==> src/core/tpw_pkg.sv <==
// package: register map, field positions and reset values of the timer/pwm block
package tpw_pkg;
    // register offsets on the plain register port
    localparam logic [1:0] ADDR_CONTROL = 2'h0;
    localparam logic [1:0] ADDR_BOUND = 2'h1;
    localparam logic [1:0] ADDR_SCALING = 2'h2;
    localparam logic [1:0] ADDR_COUNT = 2'h3;
    // reset values
    localparam logic [7:0] CONTROL_RST = 8'h00;
    localparam logic [7:0] BOUND_RST = 8'h00;
    localparam logic [7:0] SCALING_RST = 8'h00;
    // control register fields
    localparam int CTL_SRC_HI = 7;
    localparam int CTL_SRC_LO = 4;
    localparam int CTL_PIN_HI = 3;
    localparam int CTL_PIN_LO = 2;
    localparam int CTL_PWM_BIT = 1;
    // scaling register fields
    localparam int SCL_SIX_BIT = 7;
    localparam int SCL_PRE_HI = 6;
    localparam int SCL_PRE_LO = 5;
    localparam int SCL_DIV_HI = 4;
    // clock source codes
    localparam logic [3:0] SRC_STOP = 4'h0;
    localparam logic [3:0] SRC_SYSCLK = 4'h1;
    // pin routing codes
    localparam logic [1:0] PIN_NONE = 2'h0;
    localparam logic [1:0] PIN_A = 2'h1;
    localparam logic [1:0] PIN_B = 2'h2;
    localparam logic [1:0] PIN_C = 2'h3;
    // pwm resolution maxima
    localparam logic [7:0] MAX_8BIT = 8'hFF;
    localparam logic [7:0] MAX_6BIT = 8'h3F;
    // pre-scale terminal counts for /1 /4 /16 /64
    localparam logic [5:0] PRE_TC_1 = 6'h00;
    localparam logic [5:0] PRE_TC_4 = 6'h03;
    localparam logic [5:0] PRE_TC_16 = 6'h0F;
    localparam logic [5:0] PRE_TC_64 = 6'h3F;
    // operating modes
    typedef enum logic [1:0] {
        TPW_PERIOD,
        TPW_PWM8,
        TPW_PWM6
    } tpw_mode_e;
endpackage

==> src/core/tpw_clk_div.sv <==
// divider chain: source select, pre-scaler and scaler, giving a tick enable
`timescale 1ns/1ps
module tpw_clk_div (
    // clock and reset
    input wire logic clk,
    input wire logic nrst,
    // configuration
    input wire logic [3:0] src_sel,
    input wire logic [1:0] pre_sel,
    input wire logic [4:0] scaler,
    // external source enables, one pulse per source edge
    input wire logic [14:0] ext_src_en,
    // divided tick
    output logic tick
);
    logic [5:0] pre_q;
    logic [5:0] pre_d;
    logic [4:0] scl_q;
    logic [4:0] scl_d;
    logic [5:0] pre_tc;
    logic src_en;
    logic pre_wrap;

    // source 0 stops the timer, 1 is the system clock, others are external pulses
    assign src_en = (src_sel == tpw_pkg::SRC_STOP) ? 1'b0 :
                    (src_sel == tpw_pkg::SRC_SYSCLK) ? 1'b1 :
                    ext_src_en[src_sel - 4'h1];

    // pre-scale factor in code order 1, 4, 16, 64
    assign pre_tc = (pre_sel == 2'h0) ? tpw_pkg::PRE_TC_1 :
                    (pre_sel == 2'h1) ? tpw_pkg::PRE_TC_4 :
                    (pre_sel == 2'h2) ? tpw_pkg::PRE_TC_16 :
                    tpw_pkg::PRE_TC_64;
    assign pre_wrap = src_en && (pre_q >= pre_tc);
    assign pre_d = !src_en ? pre_q : (pre_wrap ? 6'h00 : pre_q + 6'h01);
    // scaler divides by value plus one; >= guards a shrinking setting
    assign scl_d = !pre_wrap ? scl_q : ((scl_q >= scaler) ? 5'h00 : scl_q + 5'h01);
    assign tick = pre_wrap && (scl_q >= scaler);

    // both counters advance only on enabled source edges
    always_ff @(posedge clk or negedge nrst) begin
        if (!nrst) begin
            pre_q <= 6'h00;
            scl_q <= 5'h00;
        end else begin
            pre_q <= pre_d;
            scl_q <= scl_d;
        end
    end
endmodule

==> src/core/tpw_timer.sv <==
// 8-bit up-counting timer with period and pwm modes, and a plain register port
//
// Design decisions made here: the register addresses and strobed register access.
`timescale 1ns/1ps
// Summary of operation
// - period mode gives 50% square wave at Y/(2(K+1)S1(S2+1)).
// - control bits 7:4 pick the timer clock; 0001 is the system clock.
// - the whole 8-bit bound register is the count limit K.
// - scaling bits 6:5 pick pre-scale 1, 4, 16 or 64.
// - scaling bits 4:0 divide further by value plus one.
// - control bit 1 set with scaling bit 7 clear selects 8-bit pwm.
// - 8-bit pwm period is 256 ticks, high for K+1 of them.
// - bound at resolution maximum holds the output high.
// - control bit 1 set with scaling bit 7 set selects 6-bit pwm, 64 ticks, duty (K+1)/64.
// - counter counts up, clears at bound in period mode, readable and writable by software.
// - control bits 3:2 route output to one of three pins, forcing it.
// - with comparator gating, output is off while comparator reads one.
module tpw_timer #(
    parameter bit COMPARATOR_GATING_OPTION = 1'b0
) (
    // clock and reset
    input wire logic clk,
    input wire logic nrst,
    // register port
    input wire logic [1:0] reg_addr,
    input wire logic [7:0] reg_wdata,
    input wire logic reg_wr,
    input wire logic reg_rd,
    output logic [7:0] reg_rdata,
    // clock sources other than the system clock, one-cycle enables
    input wire logic [14:0] ext_src_en,
    // comparator result
    input wire logic cmp_result,
    // pins: output value and enable for each routable pin
    output logic output_pin_a,
    output logic output_pin_a_oe,
    output logic output_pin_b,
    output logic output_pin_b_oe,
    output logic output_pin_c,
    output logic output_pin_c_oe,
    // comparator-gated waveform, for observation
    output logic wave_out
);
    logic [7:0] timer_control_q;
    logic [7:0] timer_bound_q;
    logic [7:0] timer_scaling_q;
    logic [7:0] count_q;
    logic [7:0] count_d;
    logic [7:0] rdata_q;
    logic [7:0] rdata_d;
    logic wave_q;
    logic wave_d;
    logic tick;
    logic wr_ctl;
    logic wr_bnd;
    logic wr_scl;
    logic wr_cnt;
    logic [7:0] res_max;
    logic at_bound;
    logic at_res_end;
    logic gated_wave;
    logic [1:0] pin_sel;
    tpw_pkg::tpw_mode_e mode;

    // divider chain
    tpw_clk_div u_div (
        .clk(clk),
        .nrst(nrst),
        .src_sel(timer_control_q[tpw_pkg::CTL_SRC_HI:tpw_pkg::CTL_SRC_LO]),
        .pre_sel(timer_scaling_q[tpw_pkg::SCL_PRE_HI:tpw_pkg::SCL_PRE_LO]),
        .scaler(timer_scaling_q[tpw_pkg::SCL_DIV_HI:0]),
        .ext_src_en(ext_src_en),
        .tick(tick)
    );

    // register write decode
    assign wr_ctl = reg_wr && (reg_addr == tpw_pkg::ADDR_CONTROL);
    assign wr_bnd = reg_wr && (reg_addr == tpw_pkg::ADDR_BOUND);
    assign wr_scl = reg_wr && (reg_addr == tpw_pkg::ADDR_SCALING);
    assign wr_cnt = reg_wr && (reg_addr == tpw_pkg::ADDR_COUNT);

    // mode decode: bit 7 of scaling picks 6-bit only when pwm is on
    assign mode = !timer_control_q[tpw_pkg::CTL_PWM_BIT] ? tpw_pkg::TPW_PERIOD :
                  timer_scaling_q[tpw_pkg::SCL_SIX_BIT] ? tpw_pkg::TPW_PWM6 :
                  tpw_pkg::TPW_PWM8;
    assign res_max = (mode == tpw_pkg::TPW_PWM6) ? tpw_pkg::MAX_6BIT : tpw_pkg::MAX_8BIT;

    // wrap points; >= keeps the counter bounded if software shrinks the limit
    assign at_bound = (count_q >= timer_bound_q);
    assign at_res_end = (count_q >= res_max);

    // counter next value; a software write wins over a tick
    always_comb begin
        count_d = count_q;
        if (wr_cnt) begin
            count_d = reg_wdata;
        end else if (tick) begin
            case (mode)
                tpw_pkg::TPW_PERIOD: count_d = at_bound ? 8'h00 : count_q + 8'h01;
                tpw_pkg::TPW_PWM8,
                tpw_pkg::TPW_PWM6: count_d = at_res_end ? 8'h00 : count_q + 8'h01;
                default: count_d = 8'h00;
            endcase
        end
    end

    // waveform next value
    always_comb begin
        wave_d = wave_q;
        case (mode)
            tpw_pkg::TPW_PERIOD: begin
                if (tick && at_bound && !wr_cnt) begin
                    wave_d = !wave_q;
                end
            end
            tpw_pkg::TPW_PWM8,
            tpw_pkg::TPW_PWM6: begin
                if (timer_bound_q >= res_max) begin
                    wave_d = 1'b1;
                end else begin
                    wave_d = (count_d <= timer_bound_q);
                end
            end
            default: wave_d = 1'b0;
        endcase
    end

    // comparator gating holds the output low while the comparator reads one
    assign gated_wave = (COMPARATOR_GATING_OPTION && cmp_result) ? 1'b0 : wave_q;
    assign wave_out = gated_wave;

    // pin routing forces the selected pin to drive the waveform
    assign pin_sel = timer_control_q[tpw_pkg::CTL_PIN_HI:tpw_pkg::CTL_PIN_LO];
    assign output_pin_a_oe = (pin_sel == tpw_pkg::PIN_A);
    assign output_pin_b_oe = (pin_sel == tpw_pkg::PIN_B);
    assign output_pin_c_oe = (pin_sel == tpw_pkg::PIN_C);
    assign output_pin_a = output_pin_a_oe && gated_wave;
    assign output_pin_b = output_pin_b_oe && gated_wave;
    assign output_pin_c = output_pin_c_oe && gated_wave;

    // read mux, data lands one cycle after the strobe
    assign rdata_d = !reg_rd ? 8'h00 :
                     (reg_addr == tpw_pkg::ADDR_CONTROL) ? timer_control_q :
                     (reg_addr == tpw_pkg::ADDR_BOUND) ? timer_bound_q :
                     (reg_addr == tpw_pkg::ADDR_SCALING) ? timer_scaling_q :
                     count_q;
    assign reg_rdata = rdata_q;

    // configuration registers
    always_ff @(posedge clk or negedge nrst) begin
        if (!nrst) begin
            timer_control_q <= tpw_pkg::CONTROL_RST;
            timer_bound_q <= tpw_pkg::BOUND_RST;
            timer_scaling_q <= tpw_pkg::SCALING_RST;
        end else begin
            if (wr_ctl) timer_control_q <= reg_wdata;
            if (wr_bnd) timer_bound_q <= reg_wdata;
            if (wr_scl) timer_scaling_q <= reg_wdata;
        end
    end

    // counter, waveform and read data
    always_ff @(posedge clk or negedge nrst) begin
        if (!nrst) begin
            count_q <= 8'h00;
            wave_q <= 1'b0;
            rdata_q <= 8'h00;
        end else begin
            count_q <= count_d;
            wave_q <= wave_d;
            rdata_q <= rdata_d;
        end
    end
endmodule

==> config.mk <==
export PLATFORM = sky130hd
export DESIGN_NAME = tpw_timer
export DESIGN_NICKNAME = d
export VERILOG_FILES = /design/src/core/tpw_pkg.sv /design/src/core/tpw_clk_div.sv /design/src/core/tpw_timer.sv
export SDC_FILE = /design/constraint.sdc
export NUM_CORES = 1
export LEC_CHECK = 0
export BUFFER_PORTS_ARGS = -buffer_cell sky130_fd_sc_hd__buf_2
export CAP_MARGIN = 20
export CORE_MARGIN = 8
export CORE_UTILIZATION = 60
export DETAILED_ROUTE_END_ITERATION = 8
export GPL_TIMING_DRIVEN = 0
export PLACE_DENSITY_LB_ADDON = 0.05
export SETUP_SLACK_MARGIN = 0.1
export SYNTH_ARGS = -nofsm -noshare
export SYNTH_HDL_FRONTEND = slang
export SYNTH_SLANG_ARGS = --single-unit
export TNS_END_PERCENT = 50
==> constraint.sdc <==
create_clock -name clk -period 7.3 [get_ports clk]
set_input_delay 0.73 -clock clk [delete_from_list [all_inputs] [get_ports clk]]
set_output_delay 0.73 -clock clk [all_outputs]
set_load 0.05 [all_outputs]
; After elaboration in Yosys (flattened, before gate mapping)
; Index checks and enable logic that the tools add are counted.
; W data, S select, Z words.
[op_classes]
addsub = 4
mul = 0
div = 0
magnitude_cmp = 7
n_eq_ne = 12
shift = 0
muxes = 24
bitwise = 0
reduce_logical = 18
[op_table]
columns = op, count
row1 = $mux W8, 9
row2 = $ge A8 B8 Y1, 3
row3 = $mux W6, 4
row4 = $pmux W8 S2, 1
row5 = $eq A2 B2 Y1 const B, 6
row6 = $logic_and A1 B1 Y1, 11
row7 = $add A8 B1 Y8 const B, 1
row8 = $eq A2 B1 Y1 const B, 4
row9 = $le A8 B8 Y1, 1
row10 = $add A6 B1 Y6 const B, 1
row11 = $ge A6 B6 Y1, 1
row12 = $logic_not A2 Y1, 3
row13 = $add A5 B1 Y5 const B, 1
row14 = $ge A5 B5 Y1, 1
row15 = $lt A4 B5 Y1 const B, 1
row16 = $mux W1, 5
row17 = $mux W5, 1
row18 = $bmux W1 S4, 1
row19 = $eq A4 B1 Y1 const B, 1
row20 = $logic_not A4 Y1, 1
row21 = $mux W2, 2
row22 = $sub A4 B1 Y4 const B, 1
row23 = $logic_not A1 Y1, 2
row24 = $ne A2 B2 Y1 const B, 1
row25 = other kinds (2), 2
[totals]
reg_bits = 52
latch_bits = 0
ram_bits = 0
rom_bits = 0
input_bits = 30
out_inout_bits = 15
elab_cells = 73
memories = 0

; Depth between registers and ports, before layout
; Gate-level depths: netlist (run 1).
[depth]
ltp_word = 12
mapped_depth = 19

; Cells and area by module
; A second synthesis (run 1) with hierarchy kept.
[hier_totals]
cells_unflattened = 333
hier_area_um2 = 3592.2
[by_module_without_submodules]
columns = module, n_inst, cells_per_inst, area_per_inst_um2, seq_area_each_um2
row1 = tpw_timer, 1, 222, 2548.7, 1026.0
row2 = tpw_clk_div, 1, 111, 1043.5, 275.3

; Worst setup path before layout (run 1)
; No wires, ideal clock.
[synth_path]
path_type = register to register
startpoint = register timer_control_q[4]
endpoint = register wave_q (netlist: wave_out)
setup_ns = 0.082
t_arrival_ns = 3.796
required_ns = 7.218
path_slack_ns = 3.421
stages_incl_launch_ff = 19
cell_sequence = dfrtp_1 -> buf_2 -> inv_1 -> ha_1 -> mux2_2 -> mux4_2 -> a22o_1 -> o21ai_4 -> buf_4 -> nor2_1 -> mux2i_1 -> ha_1 -> nor2b_1 -> o21a_1 -> o21a_1 -> o21a_1 -> o21ai_0 -> a21oi_1 -> o22ai_1
[synth_between]
elab_chain_cells = 12
elab_cells_between_ends = 17
classes_between = add/sub (1) / order compare (1) / eq/ne (2) / mux (8) / reduce/logical (5)
[synth_rtl]
columns = item, line
row1 = start: declaration, tpw_timer.sv:44  ; logic [7:0] timer_control_q;
row2 = start signal: assignment, tpw_timer.sv:152  ; timer_control_q <= tpw_pkg::CONTROL_RST;
row3 = start signal: assignment, tpw_timer.sv:156  ; if (wr_ctl) timer_control_q <= reg_wdata;
row4 = $sub A4 B1 Y4, tpw_clk_div.sv:27  ; ext_src_en[src_sel - 4'h1];
row5 = $bmux W1 S4, tpw_clk_div.sv:27
row6 = $mux W1 (not written as such), tpw_clk_div.sv:27
row7 = $mux W1, tpw_clk_div.sv:26  ; (src_sel == tpw_pkg::SRC_SYSCLK) ? 1'b1 :
row8 = $mux W1 *, tpw_clk_div.sv:25  ; assign src_en = (src_sel == tpw_pkg::SRC_STOP) ? 1'b0 :
row9 = $logic_and A1 B1 Y1 *, tpw_clk_div.sv:34  ; assign pre_wrap = src_en && (pre_q >= pre_tc);
row10 = $logic_and A1 B1 Y1 *, tpw_clk_div.sv:38  ; assign tick = pre_wrap && (scl_q >= scaler);
row11 = $mux W8 *, tpw_timer.sv:97  ; end else if (tick) begin
row12 = $mux W8 *, tpw_timer.sv:95  ; if (wr_cnt) begin
row13 = via count_d[1], tpw_timer.sv:48  ; logic [7:0] count_d;
row14 = $le A8 B8 Y1 *, tpw_timer.sv:121  ; wave_d = (count_d <= timer_bound_q);
row15 = $mux W1 *, tpw_timer.sv:118  ; if (timer_bound_q >= res_max) begin
row16 = $pmux W1 S2 *, tpw_timer.sv:110  ; case (mode)
row17 = end signal: assignment, tpw_timer.sv:170  ; wave_q <= wave_d;
row18 = end: declaration, tpw_timer.sv:51  ; logic wave_q;
; The timed path passes the listed nets; every way through them passes the cells marked *. The select of a mux whose other input is x is not followed.
; A chain may end at the register's enable or synchronous reset.

; Final worst setup path (run 1)
; Ends and elaborated chain as after synthesis.

==> impl_metrics.tcl, run 1 <==
set metrics [dict create \
    status "complete, no violations" \
    placed_cell_area_mm2 0.003885 \
    die_w_um 92.99 \
    grt_pass1_wl_um 13720 \
    final_cell_mix "52 x dfrtp_1, 44 x buf_2, 39 x ha_1" \
    slew_violations 0 \
    synth_ff_type "dfrtp_1" \
    ios 45 \
    drt_drc_violations_left 0 \
    final_cell_area_mm2 0.003979 \
    yosys.area.top_type "dfrtp_1" \
    pwr-share-seq_pct 35.5 \
    critPathKind "reg2reg" \
    gp_congestion 0.8426 \
    cts_resized 0 \
    ctsHoldBuffers 0 \
    synth_cell_type_count 53 \
    worstPathRequired_ps 7530 \
    final_common_cell "dfrtp_1" \
    drt_wl_total_um 8108 \
    clk_latency_ps 300 \
    initial_core_util_pct 61.14 \
    maxCapViolCount 0 \
    ys_async_sr_fraction_pct 100.0 \
    cp.arrival_ps 4730 \
    ctsRootBufferMaster "clkbuf_8" \
    min_period_ps 4491 \
    antenna_found_initial 0 \
    p_per_area_mw_per_mm2 328.6 \
    drt_iter0_drc 136 \
    final_cells 463 \
    antenna_left 0 \
    die_h_um 92.99 \
    synth_top_area_share_pct 36.59 \
    clk_pin_slew_ps 100 \
    maxSlewHeadroom_pct 48.52 \
    overflow 0 \
    die-area_mm2 0.008646 \
    post-dp-hpwl_um 6411 \
    syn_avg_cell_area_um2 10.58 \
    max_freq_ghz 0.2227 \
    clk_path_buf_depth 2 \
    numCtsBuffers 5 \
    first_pass_iters 4 \
    synth_seq_area_share_pct 36.59 \
    grt.total_usage_pct 19.75 \
    finClkSkew_ps 3.284 \
    num_rows 28 \
    p_leak_nw 1.893 \
    tightest_slew_ps 768.8 \
    crit_fanout 10 \
    period_share_pct 61.52 \
    dpl.cell_count 455 \
    drt-vias-per-instance 5.989 \
    cp-start-kind "flop" \
    syn_inst 336 \
    totalNegativeSetupSlack_ps 0 \
    synth.top_cells.by_area "dfrtp_1 37%, ha_1 14%, mux2_2 7.6%, mux4_2 6.3%, inv_1 2.6%" \
    ir_worst_vdd_mv 0.1795 \
    drive_gt1_share_pct 27.32 \
    htree_levels 2 \
    clock_sinks 52 \
    p_int_mw 0.7341 \
    synth_warnings 0 \
    setup_violations 0 \
    port_buffers 43 \
    p_total_mw 1.307 \
    grt_max_degree 36 \
    vias 2773 \
    combPwrFrac_pct 51.2 \
    ys_ff_latch 52 \
    synth-edff-count 0 \
    final-hold-violation-count 0 \
    nets 456 \
    syn2layout_area_growth_pct 11.89 \
    insertedDiodeCount 0 \
    syn_area_mm2 0.003556 \
    clkPwrFrac_pct 13.3 \
    post_cts_buffers 0 \
    synthesis.nets 405 \
    fillers 466 \
    rsz0062_at_grt "no" \
    grt_pass1_vias 2819 \
    p_sw_share_pct 43.85 \
    tritoncts "done" \
    end_kind "flop" \
    wl_per_cell_um 17.51 \
    core_area_mm2 0.005816 \
    min-delay-path-class "in2async" \
    power_switching_mw 0.5734 \
]
[critical path, stage by stage (launching register included)]
cell,delay [ps]
dfrtp_1,370
buf_2,220
inv_1,120
ha_1,420
mux2_2,360
mux4_2,460
a22o_1,270
o21ai_4,270
buf_4,240
nor2_1,110
mux2i_1,240
ha_1,290
nor2b_1,140
o21a_1,170
o21a_1,170
o21a_1,160
o21ai_0,160
a21oi_1,110
o22ai_1,150
[kinds of logic after synthesis]
kind of cell	after synthesis	share of synthesized area, %
simple gates	107	16.64
compound gates	64	12.91
flops	52	36.59
mux	42	16.22
fa+ha+maj	39	13.72
buf+inv	30	3.413
xor+xnor	2	0.4927
[power groups by stage]
| stage | sequential (mW) | combinational [mW] | clock, mW |
|---|---|---|---|
| after floorplan | 0.466 | 0.498 | 0 |
| after global placement | 0.465 | 0.646 | 0 |
| after detailed placement | 0.469 | 0.670 | 0 |
| after CTS | 0.463 | 0.674 | 0.179 |
| after global routing | 0.476 | 0.755 | 0.189 |
| final | 0.464 | 0.670 | 0.173 |
[metrics by stage]
step	hold WS, ps	setup WS (ps)	utilization, %
after detailed placement	483.4	2823	66.80
after floorplan	434.4	3421	-
after CTS	361.2	2788	68.42
after global placement	475.9	2895	66.46
final	356.6	2809	68.42
after global routing	383.2	2561	68.42
[cell type report]
class | instances | area [um^2] | share of cell area, %
buffer | 5 | 27.53 | 0.6918
clock buffer | 5 | 68.82 | 1.730
clock inverter | 3 | 25.02 | 0.6289
inverter | 25 | 93.84 | 2.358
multi-input combinational | 254 | 2133 | 53.62
sequential | 52 | 1301 | 32.70
tap | 75 | 93.84 | 2.358
timing repair buffer | 44 | 235.2 | 5.912
[path summary, 6_finish.rpt]
| kind | from | to | slack [ps] | cells after the start |
|---|---|---|---|---|
| max reg2reg | timer_control_q[4] | wave_out | 2810 | 18 |
| max | timer_control_q[4] | wave_out | 2810 | 18 |
| min in group clk | u_div.pre_q[5] | u_div.pre_q[5] | 500 | 1 |
| min | nrst | wave_out | 360 | 1 |
| min reg2reg | u_div.pre_q[5] | u_div.pre_q[5] | 500 | 1 |
| max in group asynchronous | nrst | timer_control_q[3] | 6410 | 2 |
[cells in the mapped netlist (4+ instances only)]
cell      number
dfrtp_1       52
ha_1          39
inv_1         25
mux2_2        24
nand2_1       21
nor2_1        16
nand3_1       15
and2_1        13
o21ai_1       12
mux4_2        10
o21ai_0       10
nand2b_1       8
mux2i_1        7
a21oi_1        6
nor2b_1        6
nand4_1        5
o31ai_1        5
o21a_1         4
[per-layer routing]
metal / up-vias / GRT usage, % / routed length, um / share of wire [%]
li1: 1333 / - / - / -
met1: 1350 / 25.88 / 3635 / 45
met2: 80 / 32.37 / 3851 / 47
met3: 10 / 3.526 / 468 / 5.8
met4: 0 / 6.309 / 153 / 1.9
met5: - / 0 / 0 / 0
[registers in the layout, summed over array words and instances, names as in the netlist]
signal / count
count_q: 8
reg_rdata: 8
timer_bound_q: 8
timer_control_q: 8
timer_scaling_q: 8
u_div.pre_q: 6
u_div.scl_q: 5
wave_out: 1
Note: power is estimated with default switching activity, not from simulation.
==> run 2: changes to the inputs <==
ABC_AREA = 1   (was unset)
CORE_UTILIZATION = 59   (was 60)
clock period = 4.6 ns   (was 7.3 ns; I/O delays follow)
==> impl_metrics.tcl, run 2 <==
set metrics [dict create \
    ctsHoldBuffers 0 \
    setup_violations 0 \
    maxCapViolCount 0 \
    nets 658 \
    port_buffers 43 \
    end_kind "flop" \
    synth.top_cells.by_area "dfrtp_1 34%, nand2_1 15%, ha_1 13%, inv_1 7.5%, o21ai_0 6.8%" \
    syn2layout_area_growth_pct 11.11 \
    path_cells "inv_2, ha_1, inv_1, nand3_1, nand2_1, nand2_1, nand3_2, nand3_4, nand4_4, buf_6, nor2_2, nor2_1, nor2_1, ha_1, a21oi_1, o21ai_0, nand2_1, nand3_1, nand2_1, nand2_1, a21oi_1, nand2_1, nand2_1" \
    slowest_delay_ps 410 \
    hold_ws_ps 122.0 \
    die_h_um 96.56 \
    maxSlewHeadroom_pct 65.16 \
    gp_congestion 0.9373 \
    clk_latency_ps 300 \
    crit_fanout 11 \
    tightest_slew_ps 522.6 \
    path_buf_inv 3 \
    clock_sinks 52 \
    core_area_mm2 0.006314 \
    cp.arrival_ps 3560 \
    clk_pin_slew_ps 90 \
    ctsRootBufferMaster "clkbuf_8" \
    die_w_um 96.56 \
    clk_path_buf_depth 2 \
    totalNegativeSetupSlack_ps 0 \
    drt_drc_violations_left 0 \
    post-dp-hpwl_um 7613 \
    yosys.area.top_type "dfrtp_1" \
    grt_pass1_vias 3556 \
    ir_worst_vdd_mv 0.2919 \
    drt_iter0_drc 219 \
    synth_cell_type_count 29 \
    period_share_pct 72.02 \
    slew_violations 0 \
    ios 45 \
    synth_top_area_share_pct 33.99 \
    synth_ff_type "dfrtp_1" \
    crit_family "simple AND/OR/NAND/NOR gates" \
    synthesis.nets 607 \
    finClkSkew_ps 4.189 \
    syn_area_mm2 0.003829 \
    max_freq_ghz 0.3019 \
    status "complete, no violations" \
    overflow 0 \
    tritoncts "done" \
    final_common_cell "nand2_1" \
    p_leak_nw 2.356 \
    numCtsBuffers 5 \
    synth_warnings 0 \
    worstPathRequired_ps 4850 \
    final_cell_area_mm2 0.004254 \
    ys_async_sr_fraction_pct 100.0 \
    final_cell_mix "148 x nand2_1, 77 x inv_1, 52 x o21ai_0, 52 x dfrtp_1, 45 x nor2_1" \
    drt_wl_total_um 9510 \
    synthTopCellsByCount "148 x nand2_1, 77 x inv_1, 52 x dfrtp_1, 52 x o21ai_0, 45 x nor2_1" \
    min-delay-path-class "in2async" \
    yosysMostFrequentCell "nand2_1" \
    grt_pass1_wl_um 15880 \
    ys_ff_latch 52 \
    post_cts_buffers 0 \
    cp-start-kind "flop" \
    die-area_mm2 0.009323 \
    worst_path_max_delay_cell "ha_1" \
    grt_max_degree 32 \
    synth_seq_area_share_pct 33.99 \
    htree_levels 2 \
    num_rows 29 \
    antenna_left 0 \
    grt.total_usage_pct 21.81 \
    path_common_cell "nand2_1" \
    placed_cell_area_mm2 0.004160 \
    wl_per_cell_um 14.26 \
    critPathKind "reg2reg" \
    drive_gt1_share_pct 12.54 \
    first_pass_iters 4 \
    drt-vias-per-instance 5.483 \
    syn_inst 538 \
    p_per_area_mw_per_mm2 520.3 \
    vias 3657 \
    initial_core_util_pct 60.64 \
    min_period_ps 3313 \
    synth-edff-count 0 \
    cts_resized 0 \
    antenna_found_initial 0 \
    insertedDiodeCount 0 \
    syn_avg_cell_area_um2 7.116 \
    rsz0062_at_grt "no" \
    final-hold-violation-count 0 \
]
-- run 2: changes by cell type after synthesis, sizes merged, moves of 13 or more --
cell	previous run	this run
nand3	16	32
and2	13	0
mux2	25	0
o21ai	24	57
a21oi	6	25
nor2	17	53
nand2	21	151
inv	25	80
-- run 2: kinds of logic (layout without fill, tap and decap cells) --
logic type / Yosys count / count (layout) / synth area share, %
simple gates: 254 / 254 / 28.92
compound gates: 94 / 94 / 13.14
buf+inv: 92 / 144 / 9.608
flops: 52 / 52 / 33.99
fa+ha+maj: 39 / 39 / 12.75
xor+xnor: 7 / 7 / 1.601
-- run 2: through the flow --
step	setup WS (ps)	std cells	power, mW	util (%)
floorplan	1855	538	1.634	-
global placement	1432	658	1.891	65.58
detailed placement	1384	659	1.942	65.89
CTS	1343	667	2.213	67.38
global route	992.3	667	2.441	67.38
finish	1287	667	2.214	67.38
-- run 2: power by group --
| part | switching, mW | leakage (nW) | internal, mW |
|---|---|---|---|
| Clock | 0.148 | 0.0445 | 0.123 |
| Combinational | 0.780 | 1.66 | 0.438 |
| Sequential | 0.154 | 0.653 | 0.572 |
-- run 2: path summary, 6_finish.rpt --
kind | start | to | slack (ps) | cells after the start
max | timer_control_q[4] | wave_out | 1290 | 23
min | nrst | reg_rdata[5] | 120 | 1
max reg2reg | timer_control_q[4] | wave_out | 1290 | 23
min reg2reg | timer_scaling_q[4] | timer_scaling_q[4] | 490 | 2
max in group asynchronous | nrst | count_q[0] | 3940 | 2
min in group clk | reg_wdata[0] | count_q[0] | 370 | 3
-- run 2: final cells by class --
class / count / area (um^2)
Buffer: 11 / 63.81
Clock buffer: 7 / 86.33
Clock inverter: 1 / 7.507
Fill cell: 590 / 2059
Inverter: 81 / 304.0
Multi-Input combinational cell: 394 / 2160
Sequential cell: 52 / 1301
Tap cell: 77 / 96.34
Timing Repair Buffer: 44 / 235.2
-- run 2: routing by layer --
layer	track usage [%]	wire (um)
met5	0	0
met4	6.683	187
met3	3.478	562
met2	38.90	4713
met1	26.23	4047
==> run 3: changes to the inputs <==
CORE_UTILIZATION = 53   (was 59)
clock period = 2.81 ns   (was 4.6 ns; I/O delays follow)
==> impl_metrics.tcl, run 3 (synthesized netlist as in run 2, its figures left out) <==
set metrics [dict create \
    clk_pin_slew_ps 100 \
    first_pass_iters 4 \
    grt_pass1_vias 3527 \
    final_common_cell "nand2_1" \
    end_kind "flop" \
    ctsRootBufferMaster "clkbuf_8" \
    clk_path_buf_depth 2 \
    post-dp-hpwl_um 7750 \
    period_share_pct 107.0 \
    ir_worst_vdd_mv 0.4720 \
    grt.total_usage_pct 20.66 \
    drt_drc_violations_left 0 \
    die_h_um 101.0 \
    critPathKind "reg2reg" \
    totalNegativeSetupSlack_ps -195.9 \
    syn2layout_area_growth_pct 22.65 \
    drive_gt1_share_pct 24.30 \
    die-area_mm2 0.01020 \
    cp-start-kind "flop" \
    fin_ws_ps -195.9 \
    maxCapViolCount 0 \
    antenna_left 0 \
    overflow 0 \
    grt_pass1_wl_um 16680 \
    nets 677 \
    tightest_slew_ps 519.4 \
    p_per_area_mw_per_mm2 887.1 \
    slew_violations 0 \
    ios 45 \
    min-delay-path-class "in2reg" \
    core_area_mm2 0.007137 \
    crit_fanout 5 \
    max_freq_ghz 0.3327 \
    finClkSkew_ps 8.823 \
    cp.arrival_ps 3220 \
    gp_congestion 0.8751 \
    final-hold-violation-count 0 \
    final_cells 708 \
    initial_core_util_pct 53.65 \
    utilization_pct 65.80 \
    clk_latency_ps 310 \
    insertedDiodeCount 0 \
    wl_per_cell_um 14.66 \
    worstPathRequired_ps 3020 \
    p_total_mw 4.166 \
    worst_path_max_delay_cell "dfrtp_1" \
    setup_violations 1 \
    dpl.cell_count 681 \
    final_cell_area_mm2 0.004696 \
    min_period_ps 3006 \
    drt-vias-per-instance 5.232 \
    drt_wl_total_um 10380 \
    antenna_found_initial 0 \
    htree_levels 2 \
    tritoncts "done" \
    port_buffers 43 \
    violations "negative setup slack" \
    dp_slack_ps -341.2 \
    vias 3704 \
    placed_cell_area_mm2 0.004200 \
    final_cell_mix "137 x nand2_1, 66 x inv_1, 50 x o21ai_0" \
    die_w_um 101.0 \
    status "finished, violations left" \
    rsz0062_at_grt "yes" \
    grt_max_degree 33 \
    clock_sinks 52 \
    maxSlewHeadroom_pct 65.37 \
    drt_iter0_drc 215 \
    num_rows 31 \
    path_cells "nand2_4, ha_4, nand2_4, inv_2, nand2_2, o211ai_4, nand4_4, clkbuf_16, nand2_1, nand2_1, nor2_1, nor2_1, ha_1, nand2_2, nor2_1, a31oi_1, nand2_2, nand2_2, a21oi_2, nand2_1, nand2_1" \
    p_leak_nw 2.472 \
    numCtsBuffers 5 \
    slowest_delay_ps 460 \
    hold_ws_ps 187.3 \
]
-- run 3: cell types whose count changed in the layout (fill, tap and decap cells not counted), moves of 6 or more --
cell,change
buf_4,+16
inv_1,-11
nand2_1,-11
nor2_1,-11
inv_2,+10
ha_1,-8
ha_4,+8
nand2_2,+8
nor2_2,+8
dfrtp_1,-6
dfrtp_2,+6
-- run 3: path summary, 6_finish.rpt --
check | endpoint | cells after the start | slack, ps | start
worst min-delay path | count_q[0] | 3 | 190 | reg_wdata[0]
worst max-delay path | wave_out | 21 | -200 | timer_scaling_q[5]
worst max register to register | wave_out | 21 | -200 | timer_scaling_q[5]
worst min register to register | timer_scaling_q[4] | 2 | 490 | timer_scaling_q[4]
max in group asynchronous | count_q[3] | 3 | 1750 | nrst
min in group asynchronous | timer_control_q[4] | 2 | 490 | nrst
-- run 3: worst max-delay path: cells and delay by family, from the launching register on --
kind | cells | cell delay [ps]
and+or+nand+nor | 14 | 1130
adders and majority gates | 2 | 570
AOI/OAI and AO/OA | 3 | 460
DFF | 1 | 460
buffers and inverters | 2 | 260
-- run 3: area by class of cell --
type                    count  area [um^2]
clock inverters             3        18.77
fillers                   661         2441
repair buffers             63        401.6
well taps                  99        123.9
inverters                  81        309.0
plain buffers              11        67.56
clock buffers               5        68.82
multi-input cells         394         2397
flip-flops and latches     52         1309
-- run 3: repair_timing --
action | CTS | global route
pin swaps | 7 | 28
endpoints found under the hold margin | 20 | 0
hold buffers | 1 | 0
cloned | 0 | 1
setup endpoints to repair | 1 | 1
resized for setup | 13 | 56
buffers inserted | 8 | 9
-- run 3: layer usage --
layer / vias up / track usage [%] / wire length [um]
li1: 1870 / - / -
met1: 1721 / 25.23 / 4434
met2: 91 / 36.22 / 5171
met3: 22 / 3.246 / 546
met4: 0 / 6.300 / 225
met5: - / 0 / 0
-- run 3: power by group --
group          total (mW)  switching, mW  internal (mW)
Combinational        2.53           1.50           1.02
Sequential           1.20          0.259          0.943
Clock               0.435          0.261          0.174
